--- config.mk ---
export PLATFORM = sky130hd
export DESIGN_NAME = acr_control
export DESIGN_NICKNAME = d
export VERILOG_FILES = /design/src/acr_pkg.sv /design/src/acr_control.sv /design/src/acr_clock_gen.sv
export VERILOG_INCLUDE_DIRS = /design/src
export SDC_FILE = /design/constraint.sdc
export NUM_CORES = 1
export LEC_CHECK = 0
export BUFFER_PORTS_ARGS = -buffer_cell sky130_fd_sc_hd__buf_2
export CORE_MARGIN = 2
export CORE_UTILIZATION = 60
export CTS_CLUSTER_DIAMETER = 30
export DETAILED_ROUTE_END_ITERATION = 6
export HOLD_SLACK_MARGIN = 0.08
export PLACE_DENSITY = 0.85
export SLEW_MARGIN = 10
export SYNTH_ARGS = -nofsm -noshare
export SYNTH_HDL_FRONTEND = slang
export SYNTH_SLANG_ARGS = --single-unit
--- constraint.sdc ---
create_clock -name I_MCLK -period 5.6 [get_ports I_MCLK]
set_input_delay 0.84 -clock I_MCLK [delete_from_list [all_inputs] [get_ports I_MCLK]]
set_output_delay 0.84 -clock I_MCLK [all_outputs]
set_load 0.1 [all_outputs]
--- src/acr_defines.svh ---
// register offsets, field positions, reset values and timing counts of the converter control block
`ifndef ACR_DEFINES_SVH
`define ACR_DEFINES_SVH
`define ACR_OFF_MAIN 8'h00
`define ACR_OFF_MODE 8'h01
`define ACR_OFF_REF 8'h02
`define ACR_OFF_TRIG 8'h03
`define ACR_OFF_STATUS 8'h04
`define ACR_RST_MAIN 8'h00
`define ACR_RST_MODE 8'h00
`define ACR_RST_REF 8'h00
`define ACR_RST_TRIG 8'h00
`define ACR_MODE_MASK 8'hfe
`define ACR_REF_MASK 8'h73
`define ACR_MAIN_ENABLE 0
`define ACR_MAIN_PURGE 1
`define ACR_MAIN_LAUNCH_LO 2
`define ACR_MAIN_MERGE_LO 6
`define ACR_MODE_FMT_LO 1
`define ACR_MODE_CONT 3
`define ACR_MODE_SIGNED 4
`define ACR_MODE_CAP_LO 5
`define ACR_MODE_IMP 7
`define ACR_REF_TEMP 0
`define ACR_REF_BGAP 1
`define ACR_REF_SEL_LO 4
`define ACR_TRIG_ACT_LO 0
`define ACR_TRIG_SEL_LO 3
`define ACR_TRIG_SWEEP_LO 6
`define ACR_CLK_DIV 4
`endif

--- src/acr_pkg.sv ---
// types shared by the converter control block
package acr_pkg;
   typedef enum logic [2:0] {
      ACR_ACT_NONE = 3'h0,
      ACR_ACT_CH0 = 3'h1,
      ACR_ACT_CH01 = 3'h2,
      ACR_ACT_CH012 = 3'h3,
      ACR_ACT_CH0123 = 3'h4,
      ACR_ACT_SCAN = 3'h5,
      ACR_ACT_SYNC_SCAN = 3'h6,
      ACR_ACT_RSVD = 3'h7
   } acr_action_t;
   typedef enum logic [1:0] {
      ACR_FMT_12R = 2'h0,
      ACR_FMT_RSVD = 2'h1,
      ACR_FMT_8R = 2'h2,
      ACR_FMT_12L = 2'h3
   } acr_format_t;
endpackage

--- src/acr_control.sv ---
// register file, launch arbitration and event routing of the converter control block
//
// Contract
// - merge selector combines channel DMA requests
// - start bits launch single channel conversions
// - several starts go lowest channel first
// - start bit clears when conversion begins
// - purge discards pipeline, restarts converter clock
// - pending work resumes after purge
// - enable bit turns converter on
// - impedance bit: 0 high, 1 low
// - high impedance only at gains 1x-8x
// - current cap field limits sample rate
// - bit 4 selects signed results
// - bit 3 scans channel set continuously
// - result format field encoding
// - three-bit reference select encoding
// - bandgap bit powers bandgap
// - temperature sensor enable bit
// - scan set picks channels 0..n
// - event select picks lines from n
// - event action limits used event lines
// - event action code meanings
//
// The strobed register port was chosen for this implementation.
`timescale 1ns/1ps
`include "acr_defines.svh"
module acr_control
   import acr_pkg::*;
#(
   parameter int CHANNELS = 4,
   parameter int EV_LINES = 8,
   parameter int CLK_DIV = `ACR_CLK_DIV
) (
   // clock and reset
   input wire logic I_MCLK,
   input wire logic I_SYS_RST,
   // register port
   input wire logic [7:0] i_addr,
   input wire logic [7:0] i_wdata,
   input wire logic i_wr,
   input wire logic i_rd,
   output logic [7:0] O_RDATA,
   // event lines and channel status from the converter
   input wire logic [EV_LINES-1:0] i_event,
   input wire logic [CHANNELS-1:0] i_dma_req,
   input wire logic [CHANNELS-1:0] i_gain_low,
   input wire logic i_pipe_ready,
   // converter controls
   output logic O_CONV_CLK,
   output logic O_CONV_TICK,
   output logic O_PURGE,
   output logic O_ENABLE,
   output logic [CHANNELS-1:0] O_LAUNCH,
   output logic [CHANNELS-1:0] O_DMA_REQ,
   output logic [CHANNELS-1:0] O_LOW_IMP,
   output logic [1:0] O_CURRENT_CAP,
   output logic O_SIGNED,
   output logic [1:0] O_FORMAT,
   output logic [2:0] O_REF_SELECT,
   output logic O_BANDGAP,
   output logic O_TEMP_SENSOR
);
   //-------------------------------------------------
   // registers
   //-------------------------------------------------
   logic [7:0] main_r;
   logic [7:0] mode_r;
   logic [7:0] ref_r;
   logic [7:0] trig_r;
   logic [CHANNELS-1:0] pend_r;
   logic [CHANNELS-1:0] pend_nxt;
   logic [CHANNELS-1:0] scan_r;
   logic [EV_LINES-1:0] ev_meta_r;
   logic [EV_LINES-1:0] ev_sync_r;
   logic [EV_LINES-1:0] ev_prev_r;
   logic purge_r;
   logic busy_r;
   logic conv_clk;
   logic conv_tick;
   logic enable;
   logic [1:0] merge;
   logic [1:0] sweep;
   logic [2:0] ev_sel;
   logic [2:0] ev_act;
   logic [EV_LINES-1:0] ev_rise;
   logic [CHANNELS-1:0] ev_trig;
   logic [CHANNELS-1:0] sweep_set;
   logic [CHANNELS-1:0] grant;
   logic scan_trig;
   logic sync_purge;
   logic wr_main;

   assign enable = main_r[`ACR_MAIN_ENABLE];
   assign merge = main_r[`ACR_MAIN_MERGE_LO +: 2];
   assign sweep = trig_r[`ACR_TRIG_SWEEP_LO +: 2];
   assign ev_sel = trig_r[`ACR_TRIG_SEL_LO +: 3];
   assign ev_act = trig_r[`ACR_TRIG_ACT_LO +: 3];
   assign wr_main = i_wr && (i_addr == `ACR_OFF_MAIN);

   // channels 0..n as a mask; used by both the scan set and the dma merge
   function automatic logic [CHANNELS-1:0] low_mask(input logic [1:0] n);
      logic [CHANNELS-1:0] m;
      m = '0;
      for (int k = 0; k < CHANNELS; k++) begin
         if (k <= int'(n)) begin
            m[k] = 1'b1;
         end
      end
      return m;
   endfunction

   // lowest set bit only
   function automatic logic [CHANNELS-1:0] lowest(input logic [CHANNELS-1:0] v);
      return v & (~v + CHANNELS'(1));
   endfunction

   //-------------------------------------------------
   // converter clock
   //-------------------------------------------------
   // the converter clock stops with the enable bit, so a disabled block does not switch
   acr_clock_gen #(
      .DIV(CLK_DIV)
   ) u_clk (
      .clk(I_MCLK),
      .rst(I_SYS_RST),
      .i_restart(purge_r),
      .i_run(enable),
      .o_conv_clk(conv_clk),
      .o_tick(conv_tick)
   );

   //-------------------------------------------------
   // event line synchroniser and routing
   //-------------------------------------------------
   // two flops settle the asynchronous lines; the third only finds the rising edge
   always_ff @(posedge I_MCLK or posedge I_SYS_RST) begin
      if (I_SYS_RST) begin
         ev_meta_r <= '0;
         ev_sync_r <= '0;
         ev_prev_r <= '0;
      end else begin
         ev_meta_r <= i_event;
         ev_sync_r <= ev_meta_r;
         ev_prev_r <= ev_sync_r;
      end
   end
   assign ev_rise = ev_sync_r & ~ev_prev_r;

   // line n+k triggers channel k; lines past 7 do not exist
   generate
      for (genvar k = 0; k < CHANNELS; k++) begin : g_route
         logic [3:0] line;
         assign line = 4'(ev_sel) + 4'(k);
         assign ev_trig[k] = (line < 4'(EV_LINES)) && ev_rise[line[2:0]]
            && (ev_act >= 3'(k + 1)) && (ev_act <= ACR_ACT_CH0123);
      end
   endgenerate

   // an event that arrives while disabled is lost, not queued
   assign scan_trig = ev_rise[ev_sel] && (ev_act == ACR_ACT_SCAN || ev_act == ACR_ACT_SYNC_SCAN);
   assign sync_purge = enable && ev_rise[ev_sel] && (ev_act == ACR_ACT_SYNC_SCAN);
   assign sweep_set = low_mask(sweep);

   //-------------------------------------------------
   // launch arbitration
   //-------------------------------------------------
   // one channel enters the pipeline per converter clock, lowest first
   assign grant = (enable && conv_tick && i_pipe_ready) ? lowest(pend_r) : '0;

   // starts written together with the enable bit are gated by the old enable value
   always_comb begin
      pend_nxt = pend_r & ~grant;
      if (enable) begin
         if (wr_main) begin
            pend_nxt = pend_nxt | i_wdata[`ACR_MAIN_LAUNCH_LO +: CHANNELS];
         end
         pend_nxt = pend_nxt | ev_trig;
         if (scan_trig) begin
            pend_nxt = pend_nxt | sweep_set;
         end
         // refill when the scan has drained
         if (mode_r[`ACR_MODE_CONT] && (pend_nxt == '0)) begin
            pend_nxt = sweep_set;
         end
      end else begin
         pend_nxt = '0;
      end
   end

   // pending work survives a purge so it re-enters the pipeline afterwards
   always_ff @(posedge I_MCLK or posedge I_SYS_RST) begin
      if (I_SYS_RST) begin
         pend_r <= '0;
      end else begin
         pend_r <= pend_nxt;
      end
   end

   // purge is a single pulse; the register bit reads back as the pulse
   always_ff @(posedge I_MCLK or posedge I_SYS_RST) begin
      if (I_SYS_RST) begin
         purge_r <= 1'b0;
      end else begin
         purge_r <= (wr_main && i_wdata[`ACR_MAIN_PURGE]) || sync_purge;
      end
   end

   always_ff @(posedge I_MCLK or posedge I_SYS_RST) begin
      if (I_SYS_RST) begin
         scan_r <= '0;
         busy_r <= 1'b0;
      end else begin
         scan_r <= grant;
         // status trails the pending bits by a cycle; it is meant for polling only
         busy_r <= (pend_r != '0);
      end
   end

   //-------------------------------------------------
   // register writes
   //-------------------------------------------------
   always_ff @(posedge I_MCLK or posedge I_SYS_RST) begin
      if (I_SYS_RST) begin
         main_r <= `ACR_RST_MAIN;
      end else if (wr_main) begin
         // launch and purge bits are not stored; they act on the write itself
         main_r <= {i_wdata[7:6], 4'h0, 1'b0, i_wdata[0]};
      end
   end

   // reserved bits are held at zero whatever software writes
   always_ff @(posedge I_MCLK or posedge I_SYS_RST) begin
      if (I_SYS_RST) begin
         mode_r <= `ACR_RST_MODE;
         ref_r <= `ACR_RST_REF;
         trig_r <= `ACR_RST_TRIG;
      end else if (i_wr) begin
         case (i_addr)
            `ACR_OFF_MODE: begin
               mode_r <= i_wdata & `ACR_MODE_MASK;
            end
            `ACR_OFF_REF: begin
               ref_r <= i_wdata & `ACR_REF_MASK;
            end
            `ACR_OFF_TRIG: begin
               trig_r <= i_wdata;
            end
            default: begin
            end
         endcase
      end
   end

   //-------------------------------------------------
   // register reads
   //-------------------------------------------------
   // reads have no side effects, so software may poll the status freely
   always_ff @(posedge I_MCLK or posedge I_SYS_RST) begin
      if (I_SYS_RST) begin
         O_RDATA <= 8'h00;
      end else if (i_rd) begin
         case (i_addr)
            `ACR_OFF_MAIN: begin
               O_RDATA <= {main_r[7:6], pend_r, purge_r, main_r[0]};
            end
            `ACR_OFF_MODE: begin
               O_RDATA <= mode_r;
            end
            `ACR_OFF_REF: begin
               O_RDATA <= ref_r;
            end
            `ACR_OFF_TRIG: begin
               O_RDATA <= trig_r;
            end
            `ACR_OFF_STATUS: begin
               O_RDATA <= {3'h0, busy_r, scan_r};
            end
            default: begin
               O_RDATA <= 8'h00;
            end
         endcase
      end else begin
         O_RDATA <= 8'h00;
      end
   end

   //-------------------------------------------------
   // converter controls
   //-------------------------------------------------
   always_ff @(posedge I_MCLK or posedge I_SYS_RST) begin
      if (I_SYS_RST) begin
         O_CONV_CLK <= 1'b0;
         O_CONV_TICK <= 1'b0;
         O_PURGE <= 1'b0;
         O_ENABLE <= 1'b0;
         O_LAUNCH <= '0;
      end else begin
         O_CONV_CLK <= conv_clk;
         O_CONV_TICK <= conv_tick;
         O_PURGE <= purge_r;
         O_ENABLE <= enable;
         O_LAUNCH <= grant;
      end
   end

   // merged channels share channel 0's request line and their own lines stay quiet; unmerged channels pass through
   always_ff @(posedge I_MCLK or posedge I_SYS_RST) begin
      if (I_SYS_RST) begin
         O_DMA_REQ <= '0;
      end else if (merge == 2'h0) begin
         O_DMA_REQ <= i_dma_req;
      end else begin
         O_DMA_REQ <= (i_dma_req & ~low_mask(merge))
            | CHANNELS'(|(i_dma_req & low_mask(merge)));
      end
   end

   //-------------------------------------------------
   // mode and reference fields
   //-------------------------------------------------
   always_ff @(posedge I_MCLK or posedge I_SYS_RST) begin
      if (I_SYS_RST) begin
         O_LOW_IMP <= '0;
         O_CURRENT_CAP <= 2'h0;
         O_SIGNED <= 1'b0;
         O_FORMAT <= 2'h0;
         O_REF_SELECT <= 3'h0;
         O_BANDGAP <= 1'b0;
         O_TEMP_SENSOR <= 1'b0;
      end else begin
         // high gains cannot hold charge, so they are always flushed
         O_LOW_IMP <= {CHANNELS{mode_r[`ACR_MODE_IMP]}} | i_gain_low;
         O_CURRENT_CAP <= mode_r[`ACR_MODE_CAP_LO +: 2];
         O_SIGNED <= mode_r[`ACR_MODE_SIGNED];
         O_FORMAT <= mode_r[`ACR_MODE_FMT_LO +: 2];
         O_REF_SELECT <= ref_r[`ACR_REF_SEL_LO +: 3];
         O_BANDGAP <= ref_r[`ACR_REF_BGAP];
         O_TEMP_SENSOR <= ref_r[`ACR_REF_TEMP];
      end
   end
endmodule

--- src/acr_clock_gen.sv ---
// derived converter clock divider with restart
`timescale 1ns/1ps
`include "acr_defines.svh"
module acr_clock_gen #(
   parameter int DIV = `ACR_CLK_DIV
) (
   input wire logic clk,
   input wire logic rst,
   input wire logic i_restart,
   input wire logic i_run,
   output logic o_conv_clk,
   output logic o_tick
);
   logic [7:0] cnt_r;
   // restart puts the edge on the very next peripheral clock
   always_ff @(posedge clk or posedge rst) begin
      if (rst) begin
         cnt_r <= 8'h00;
         o_conv_clk <= 1'b0;
         o_tick <= 1'b0;
      end else if (i_restart || !i_run) begin
         cnt_r <= 8'h00;
         o_conv_clk <= i_run;
         o_tick <= i_run;
      end else begin
         o_tick <= (cnt_r == 8'(DIV - 1));
         cnt_r <= (cnt_r == 8'(DIV - 1)) ? 8'h00 : cnt_r + 8'h01;
         o_conv_clk <= (cnt_r == 8'(DIV - 1)) || (cnt_r < 8'(DIV / 2 - 1));
      end
   end
endmodule

==> flow_summary.json, run 1 <==
{
  "run_status": "completed",
  "clk_transition_reported_paths_ns": 0.09,
  "cts_hold_repair.buffers": 0,
  "timing.setup.critical_path_class": "reg -> reg",
  "synthDistinctLibCells": 56,
  "route.vias.total": 2706,
  "ioPinCount": 71,
  "crit_path_end_kind": "flop",
  "layout-drive-gt1-share_pct": 34.0,
  "worstPathMaxFanout": 11,
  "clock.fmax_ghz": 0.376,
  "timing.reg2reg.worst_path_depth": 8,
  "row_count": 30,
  "worst_hold_startpoint": "ev_meta_r[5]",
  "floorplan.initialDensity_pct": 60.9,
  "largest_net_degree_at_the_start_of_global_routing": 59,
  "synthesis.instances": 307,
  "grt-ovfl-total": 0,
  "drc_errors": 0,
  "synth.ff_latch_count": 97,
  "first_pass_iters": 4,
  "timing.critical_path.cells": "inv_1 > ha_1 > xor2_1 > mux4_2 > o22ai_1 > a221o_1 > or2_1 > o41ai_2",
  "full_die_area_sq_um": 7450,
  "rr_startpoint": "trig_r[3]",
  "synthDominantAreaCellType": "sky130_fd_sc_hd__dfrtp_1",
  "cts_inserted_buffers": 9,
  "critical_path.max_stage_delay_ns": 0.67,
  "grtUsageTotal_pct": 22.2,
  "worst_slew_pin_slew_ns": 0.714,
  "min_delay_worst_endpoint": "ev_sync_r[5]",
  "fin_crit_sh_pct": 47.5,
  "drt_wl_total_microns": 7710,
  "syn_nets": 350,
  "dp.final_hpwl_microns": 5700,
  "maxSlewHeadroom_pct": 52.4,
  "clock_tree.htree_level_count": 3,
  "max-vdd-ir-drop_mv": 0.213,
  "core-area_sq_um": 6680,
  "rsz_0062_raised_after_global_routing": "no",
  "vias_per_cell": 5.86,
  "netlist.area_leader.share_pct": 59.7,
  "clock_skew_ns": 0.0105,
  "worst_skew_pair.late_latency_ns": 0.35,
  "r2r_setup_slack_ns": 2.94,
  "setup_viol_count_final": 0,
  "synth.top_cells.by_area": "sky130_fd_sc_hd__dfrtp_1 (60%), sky130_fd_sc_hd__mux2_2 (6.4%), sky130_fd_sc_hd__mux4_2 (5.5%)",
  "asyncSetResetFlopFracSynth_pct": 100,
  "max_cap_violations": 0,
  "critPathRequiredTime_ns": 5.86,
  "hold-worst-slack_ns": 0.349,
  "global_placement_routability_congestion": 0.872,
  "syn_to_final_growth_pct": 15.0,
  "rr_endpoint": "pend_r[1]",
  "diodes": 0,
  "number_of_slew_limit_violations_in_the_final_report": 0,
  "crit_path_top_delay_cell": "sky130_fd_sc_hd__dfrtp_1",
  "cts_tree": "done",
  "hold_path_depth": 0,
  "cts_buffer_depth": 2,
  "static-leakage-power_nw": 2.30,
  "port_buffers": 70,
  "setup_total_negative_slack_ns": 0,
  "die_height_microns": 86.3,
  "cts.repair_timing.setup_buffer_count": 0,
  "ctsRootBufferMaster": "sky130_fd_sc_hd__clkbuf_8",
  "mostFrequentLayoutCells": "sky130_fd_sc_hd__dfrtp_1 (97), sky130_fd_sc_hd__buf_2 (70), sky130_fd_sc_hd__mux2_2 (23)",
  "startpoint_class": "flop",
  "placedInstanceArea_sq_um": 4480,
  "synth_ff_type": "sky130_fd_sc_hd__dfrtp_1",
  "drt.antenna.violating_nets": 0,
  "grt_pass1_vias": 2645,
  "final_core_utilization_pct": 70.0,
  "wl_per_cell_microns": 16.7,
  "cts_sinks": 97,
  "grt_first_pass_wirelength_microns": 12600,
  "starting_drt_drc_count": 135,
  "seq_area_frac_synth_pct": 59.7,
  "edff_count_synth": 0,
  "period_minus_slack_ns": 2.66,
  "most_common_cell_after_layout_fill_and_taps_aside": "sky130_fd_sc_hd__dfrtp_1",
  "class_of_the_most_critical_hold_timing_path": "reg -> reg",
  "worst_slack_ns": 2.94,
  "initial_antenna_violation_count": 0,
  "pre_cts_ws_ns": 2.61,
  "yosysWarningCount": 0,
  "power.density_nw_per_um2": 292,
  "arrival_ns": 2.92,
  "post_synthesis_average_cell_area_sq_um": 13.2,
  "hold_violations": 0,
  "synth_area_sq_um": 4070,
  "final_cell_area_sq_um": 4680,
  "nNetsFinal": 422,
  "die_width_microns": 86.3,
  "post_cts.resized_instances": 0
}
registers in the layout (all words and copies together) (netlist names), 2 cells and up:
register,count
O_RDATA,8
ev_meta_r,8
ev_prev_r,8
ev_sync_r,8
trig_r,8
u_clk.cnt_r,8
mode_r,7
ref_r,5
O_DMA_REQ,4
O_LAUNCH,4
O_LOW_IMP,4
pend_r,4
O_REF_SELECT,3
main_r,3
O_CURRENT_CAP,2
O_FORMAT,2
cell type report:
type	count	area, sq um
sequential	97	2430
fill	484	2010
multi-input combinational	191	1560
timing repair buffer	71	358
clock buffer	11	131
tap	80	100
clock inverter	3	67.6
inverter	9	35.0
worst max-delay path by stage:
stage | to | cells past startpoint | from
6_report | pend_r[1] | 8 | trig_r[3]
5_1_grt | pend_r[1] | 8 | trig_r[3]
4_1_cts | pend_r[1] | 8 | trig_r[3]
3_5_place_dp | trig_r[5] | 6 | i_addr[7]
3_3_place_gp | trig_r[5] | 6 | i_addr[7]
2_1_floorplan | O_BANDGAP | 1 | I_SYS_RST
metal layers:
metal,track usage [%],vias up,share of wire [%]
met5,0,-,0
met1,29.8,1363,43
met2,35.2,88,50
li1,-,1241,-
met3,5.90,14,5.3
met4,8.24,0,2.1
logic make-up (layout without fill, tap and decap cells):
kind of cell / count (synthesis) / in the layout / synth area share, %
adders and majority gates: 6 / 6 / 1.85
buffers and inverters: 19 / 94 / 2.03
muxes: 43 / 43 / 14.4
xor gates and xnor gates: 10 / 10 / 2.15
AOI/OAI and AO/OA: 36 / 36 / 6.43
DFF: 97 / 97 / 59.7
and+or+nand+nor: 96 / 96 / 13.5
Yosys cell counts (4+ instances only):
library cell and n:
sky130_fd_sc_hd__a21oi_1 6, sky130_fd_sc_hd__clkbuf_1 4, sky130_fd_sc_hd__dfrtp_1 97, sky130_fd_sc_hd__ha_1 6
sky130_fd_sc_hd__inv_1 9, sky130_fd_sc_hd__mux2_2 23, sky130_fd_sc_hd__mux2i_1 10, sky130_fd_sc_hd__mux4_2 10
sky130_fd_sc_hd__nand2_1 15, sky130_fd_sc_hd__nand2b_1 8, sky130_fd_sc_hd__nand3_1 12, sky130_fd_sc_hd__nor2_1 22
sky130_fd_sc_hd__nor2b_1 5, sky130_fd_sc_hd__o21ai_0 6, sky130_fd_sc_hd__or2_2 5, sky130_fd_sc_hd__xor2_1 8
critical path: cells and delay by family (launching register included):
kind	cells	cell delay [ns]
AO/OA/AOI/OAI	3	0.65
flip-flops	1	0.67
adder cells (fa/ha/maj)	1	0.27
buffers and inverters	1	0.25
XOR/XNOR	1	0.23
AND/OR/NAND/NOR	1	0.25
multiplexers	1	0.25
power by group:
part	internal (mW)	leakage, nW	total, mW	switching [mW]
registers	0.725	1.27	0.745	0.0204
clock network	0.247	0.0955	0.462	0.215
logic	0.0509	0.938	0.159	0.108
total	1.02	2.30	1.37	0.343
through the flow:
stage                     total power [mW]  std cells
after floorplan                      0.877        307
after global placement               0.913        448
after detailed placement             0.919        448
after CTS                             1.38        462
after global routing                  1.42        462
final                                 1.37        462
Note: power is estimated with default switching activity, not from simulation.
==> inputs of run 2 (changes only) <==
--- a/config.mk
+++ b/config.mk
@@ -8,11 +8,11 @@
 export LEC_CHECK = 0
 export BUFFER_PORTS_ARGS = -buffer_cell sky130_fd_sc_hd__buf_2
 export CORE_MARGIN = 2
-export CORE_UTILIZATION = 60
+export CORE_UTILIZATION = 50
 export CTS_CLUSTER_DIAMETER = 30
 export DETAILED_ROUTE_END_ITERATION = 6
 export HOLD_SLACK_MARGIN = 0.08
-export PLACE_DENSITY = 0.85
+export PLACE_DENSITY = 0.75
 export SLEW_MARGIN = 10
 export SYNTH_ARGS = -nofsm -noshare
 export SYNTH_HDL_FRONTEND = slang
==> constraint.sdc (replaced) <==
create_clock -name I_MCLK -period 2.4 [get_ports I_MCLK]
set_input_delay 0.36 -clock I_MCLK [delete_from_list [all_inputs] [get_ports I_MCLK]]
set_output_delay 0.36 -clock I_MCLK [all_outputs]
set_load 0.1 [all_outputs]
==> flow_summary.json, run 2 (same netlist as run 1, synthesis figures left out) <==
{
  "clk_transition_reported_paths_ns": 0.09,
  "most_common_cell_after_layout_fill_and_taps_aside": "sky130_fd_sc_hd__dfrtp_1",
  "hold_violations": 0,
  "grt_first_pass_wirelength_microns": 13500,
  "port_buffers": 70,
  "beginning_of_the_critical_path": "trig_r[3]",
  "crit_path_top_delay_cell": "sky130_fd_sc_hd__dfrtp_1",
  "critPathRequiredTime_ns": 2.66,
  "largest_net_degree_at_the_start_of_global_routing": 98,
  "worst_slew_pin_slew_ns": 0.557,
  "row_count": 32,
  "timing.setup.critical_path_class": "reg -> reg",
  "first_pass_iters": 4,
  "crit_path_end_kind": "flop",
  "die_width_microns": 94.2,
  "power.density_nw_per_um2": 643,
  "vias_per_cell": 5.45,
  "dp.final_hpwl_microns": 5940,
  "grtUsageTotal_pct": 20.3,
  "floorplan.initialDensity_pct": 52.1,
  "cts_buffer_depth": 2,
  "wl_per_cell_microns": 16.6,
  "max_cap_violations": 0,
  "worst_slack_ns": 0.139,
  "syn_to_final_growth_pct": 18.6,
  "drt_wl_total_microns": 8300,
  "hold_path_depth": 1,
  "worst_hold_startpoint": "i_event[0]",
  "fin_crit_sh_pct": 94.2,
  "maxSlewHeadroom_pct": 62.8,
  "global_placement_routability_congestion": 0.832,
  "ioPinCount": 71,
  "timing.reg2reg.worst_path_depth": 8,
  "arrival_ns": 2.52,
  "n_fill_cell": 626,
  "ctsRootBufferMaster": "sky130_fd_sc_hd__clkbuf_8",
  "clock.fmax_ghz": 0.442,
  "clock_skew_ns": 0.0113,
  "clock_tree.htree_level_count": 3,
  "number_of_slew_limit_violations_in_the_final_report": 0,
  "die_height_microns": 94.2,
  "grt-ovfl-total": 0,
  "core-area_sq_um": 7810,
  "rr_startpoint": "trig_r[3]",
  "period_minus_slack_ns": 2.26,
  "timing.critical_path.cells": "inv_1 > ha_1 > xor2_1 > mux4_2 > o22ai_1 > a221o_1 > or2_1 > o41ai_2",
  "route.vias.total": 2731,
  "full_die_area_sq_um": 8870,
  "setup_viol_count_final": 0,
  "class_of_the_most_critical_hold_timing_path": "in -> reg",
  "layout-drive-gt1-share_pct": 36.8,
  "worst_skew_pair.late_latency_ns": 0.36,
  "r2r_setup_slack_ns": 0.14,
  "mostFrequentLayoutCells": "sky130_fd_sc_hd__dfrtp_1 (97), sky130_fd_sc_hd__buf_2 (70), sky130_fd_sc_hd__mux2_2 (23)",
  "drt.antenna.violating_nets": 0,
  "pre_cts_ws_ns": 0.154,
  "worstPathMaxFanout": 6,
  "setup_total_negative_slack_ns": 0,
  "nNetsFinal": 437,
  "initial_antenna_violation_count": 0,
  "drc_errors": 0,
  "run_status": "completed",
  "static-leakage-power_nw": 2.36,
  "max-vdd-ir-drop_mv": 0.433,
  "rr_endpoint": "pend_r[1]",
  "cts_inserted_buffers": 9,
  "min_delay_worst_endpoint": "ev_meta_r[0]",
  "diodes": 0,
  "critical_path.max_stage_delay_ns": 0.46,
  "cts_sinks": 97,
  "starting_drt_drc_count": 164,
  "cts_tree": "done",
  "startpoint_class": "flop",
  "rsz_0062_raised_after_global_routing": "no",
  "grt_pass1_vias": 2651
}
-- run 2: cell types whose count changed in the layout (fill, tap and decap cells not counted), moves of 2 or more --
cell,delta
sky130_fd_sc_hd__buf_4,+11
sky130_fd_sc_hd__clkinvlp_4,+3
sky130_fd_sc_hd__dlygate4sd3_1,+3
sky130_fd_sc_hd__bufinv_16,-2
sky130_fd_sc_hd__clkbuf_1,-2
sky130_fd_sc_hd__inv_6,+2
-- run 2: metrics by stage --
stage                     hold WS (ns)  cell area (sq um)  std cells  power [mW]  util [%]
final                            0.105               4820        501        3.10      61.8
after global routing            0.0806               4820        501        3.24      61.8
after CTS                       0.0874               4790        498        3.13      61.3
after detailed placement         0.335               4610        482        2.16      59.0
after global placement           0.332               4610        482        2.15      59.0
after floorplan                  0.331               4070        307        2.05         -
-- run 2: how the worst max path moves through the flow --
| stage | to | slack [ns] | depth (start not counted) |
|---|---|---|---|
| finish | pend_r[1] | 0.14 | 8 |
| global route | pend_r[1] | 0.01 | 8 |
| CTS | pend_r[1] | 0.13 | 8 |
| detailed placement | pend_r[1] | 0.15 | 8 |
| global placement | trig_r[6] | 0.20 | 6 |
| floorplan | pend_r[1] | 0.23 | 9 |
-- run 2: layout make-up --
class	instances	area (sq um)	share of cell area [%]
Inverter	9	37.5	0.778
Sequential cell	97	2430	50.3
Clock inverter	7	53.8	1.12
Timing Repair Buffer	86	490	10.2
Multi-Input combinational cell	191	1560	32.4
Clock buffer	9	124	2.57
Tap cell	102	128	2.65
-- run 2: critical path, delay by kind of cell (launching register included) --
family | cells | cell delay, ns
adders and majority gates | 1 | 0.22
DFF | 1 | 0.46
buffers and inverters | 1 | 0.09
and+or+nand+nor | 1 | 0.25
muxes | 1 | 0.25
xor gates and xnor gates | 1 | 0.24
AOI/OAI and AO/OA | 3 | 0.66
-- run 2: power by group --
part | switching [mW] | internal, mW | leakage, nW
combinational | 0.267 | 0.136 | 1.01
clock | 0.582 | 0.384 | 0.0822
sequential | 0.0392 | 1.69 | 1.27
total | 0.888 | 2.21 | 2.36
-- run 2: routing by layer --
metal / global-route usage (%) / share of wire [%] / wire [microns] / up-vias
met5: 0 / 0 / 0 / -
met4: 7.00 / 1.0 / 87 / 0
met3: 4.09 / 5.3 / 436 / 8
met2: 30.1 / 48 / 3950 / 76
met1: 30.0 / 46 / 3830 / 1380
li1: - / - / - / 1267
-- run 2: what timing repair did --
action                                  in CTS  in global routing
gates resized for setup                      0                  1
endpoints found under the setup margin       0                  1
setup buffers                                0                  0
hold endpoints to repair                     0                  3
hold buffers                                 0                  3
==> inputs of run 3 (changes only) <==
--- a/config.mk
+++ b/config.mk
@@ -8,11 +8,12 @@
 export LEC_CHECK = 0
 export BUFFER_PORTS_ARGS = -buffer_cell sky130_fd_sc_hd__buf_2
 export CORE_MARGIN = 2
-export CORE_UTILIZATION = 50
+export CORE_UTILIZATION = 60
 export CTS_CLUSTER_DIAMETER = 30
 export DETAILED_ROUTE_END_ITERATION = 6
 export HOLD_SLACK_MARGIN = 0.08
-export PLACE_DENSITY = 0.75
+export PLACE_DENSITY = 0.85
+export SETUP_SLACK_MARGIN = 0.15
 export SLEW_MARGIN = 10
 export SYNTH_ARGS = -nofsm -noshare
 export SYNTH_HDL_FRONTEND = slang
==> constraint.sdc (replaced) <==
create_clock -name I_MCLK -period 2.7 [get_ports I_MCLK]
set_input_delay 0.405 -clock I_MCLK [delete_from_list [all_inputs] [get_ports I_MCLK]]
set_output_delay 0.405 -clock I_MCLK [all_outputs]
set_load 0.1 [all_outputs]
==> flow_summary.json, run 3 (same netlist as run 1, synthesis figures left out) <==
{
  "power.density_nw_per_um2": 615,
  "run_status": "completed",
  "first_pass_iters": 5,
  "grtUsageTotal_pct": 23.1,
  "ctsRootBufferMaster": "sky130_fd_sc_hd__clkbuf_8",
  "timing.setup.critical_path_class": "reg -> reg",
  "diodes": 0,
  "drt_wl_total_microns": 8040,
  "global_placement_routability_congestion": 0.886,
  "mostFrequentLayoutCells": "sky130_fd_sc_hd__dfrtp_1 (97), sky130_fd_sc_hd__buf_2 (70), sky130_fd_sc_hd__mux2_2 (23)",
  "route.vias.total": 2729,
  "setup_viol_count_final": 0,
  "cts_inserted_buffers": 9,
  "maxSlewHeadroom_pct": 58.4,
  "post_cts.resized_instances": 0,
  "cts_buffer_depth": 2,
  "worstPathMaxFanout": 6,
  "final_core_utilization_pct": 71.1,
  "worst_slew_pin_slew_ns": 0.623,
  "initial_antenna_violation_count": 0,
  "setup_total_negative_slack_ns": 0,
  "clk_transition_reported_paths_ns": 0.09,
  "clock_skew_ns": 0.00934,
  "fin_crit_sh_pct": 87.1,
  "cts.repair_timing.setup_buffer_count": 0,
  "ioPinCount": 71,
  "layout-drive-gt1-share_pct": 35.6,
  "most_common_cell_after_layout_fill_and_taps_aside": "sky130_fd_sc_hd__dfrtp_1",
  "port_buffers": 70,
  "class_of_the_most_critical_hold_timing_path": "in -> reg",
  "crit_path_end_kind": "flop",
  "period_minus_slack_ns": 2.35,
  "p_total_mw": 2.92,
  "cts_tree": "done",
  "floorplan.initialDensity_pct": 60.9,
  "static-leakage-power_nw": 2.34,
  "grt_pass1_vias": 2695,
  "nNetsFinal": 426,
  "clock_tree.htree_level_count": 3,
  "die_width_microns": 86.3,
  "cts_sinks": 97,
  "vias_per_cell": 5.83,
  "hold_violations": 0,
  "clock.fmax_ghz": 0.425,
  "grt_first_pass_wirelength_microns": 13200,
  "core-area_sq_um": 6680,
  "grt-ovfl-total": 0,
  "starting_drt_drc_count": 164,
  "max-vdd-ir-drop_mv": 0.549,
  "row_count": 30,
  "arrival_ns": 2.61,
  "dp.final_hpwl_microns": 5550,
  "critPathRequiredTime_ns": 2.96,
  "die_height_microns": 86.3,
  "syn_to_final_growth_pct": 16.8,
  "worst_skew_pair.late_latency_ns": 0.36,
  "full_die_area_sq_um": 7450,
  "rsz_0062_raised_after_global_routing": "no",
  "wl_per_cell_microns": 17.2,
  "drc_errors": 0,
  "largest_net_degree_at_the_start_of_global_routing": 98,
  "number_of_slew_limit_violations_in_the_final_report": 0,
  "cts_hold_repair.buffers": 0,
  "drt.antenna.violating_nets": 0,
  "startpoint_class": "flop",
  "max_cap_violations": 0
}
-- run 3: cell type report --
cell class / instances / area (sq um)
fillers: 452 / 1930
flip-flops and latches: 97 / 2430
repair buffers: 75 / 400
multi-input cells: 191 / 1560
inverters: 9 / 37.5
clock inverters: 6 / 91.3
well taps: 80 / 100
clock buffers: 10 / 138
-- run 3: per-stage QoR --
step                      std cells  setup slack, ns  instance area, sq um  hold slack [ns]
after floorplan                 307            0.517                  4070            0.331
after global placement          452            0.332                  4520            0.333
after CTS                       468            0.360                  4750            0.137
after global routing            468            0.172                  4750            0.130
final                           468            0.349                  4750            0.148
after detailed placement        452            0.303                  4520            0.335
-- run 3: path summary, 6_finish.rpt --
kind | from | to | slack (ns) | cells after the start
worst max-delay path | trig_r[4] | pend_r[1] | 0.35 | 8
worst min-delay path | i_event[6] | ev_meta_r[6] | 0.15 | 1
worst max register to register | trig_r[4] | pend_r[1] | 0.35 | 8
worst min register to register | ev_meta_r[1] | ev_sync_r[1] | 0.35 | 0
max in group asynchronous | I_SYS_RST | O_LOW_IMP[0] | 2.17 | 3
min in group asynchronous | I_SYS_RST | u_clk.cnt_r[3] | 0.18 | 3
-- run 3: power by group --
part / leakage, nW / total, mW / internal (mW) / switching [mW]
clock: 0.116 / 1.04 / 0.550 / 0.487
combinational: 0.959 / 0.345 / 0.111 / 0.234
sequential: 1.27 / 1.54 / 1.50 / 0.0351
-- run 3: worst max-delay path: stages (launching register included) --
cell                      delay (ns)
sky130_fd_sc_hd__dfrtp_1        0.51
sky130_fd_sc_hd__inv_1          0.16
sky130_fd_sc_hd__ha_1           0.22
sky130_fd_sc_hd__xor2_1         0.21
sky130_fd_sc_hd__mux4_2         0.23
sky130_fd_sc_hd__o22ai_1        0.09
sky130_fd_sc_hd__a221o_1        0.30
sky130_fd_sc_hd__or2_1          0.26
sky130_fd_sc_hd__o41ai_2        0.28
-- run 3: metal layers --
layer  vias up  routed length, microns  GRT usage, %  share of wire (%)
li1       1246                       -             -                  -
met1      1384                    3460          32.3                 43
met2        82                    4030          35.9                 50
met3        17                     377          4.57                4.7
met4         0                     179          9.66                2.2
met5         -                       0             0                  0
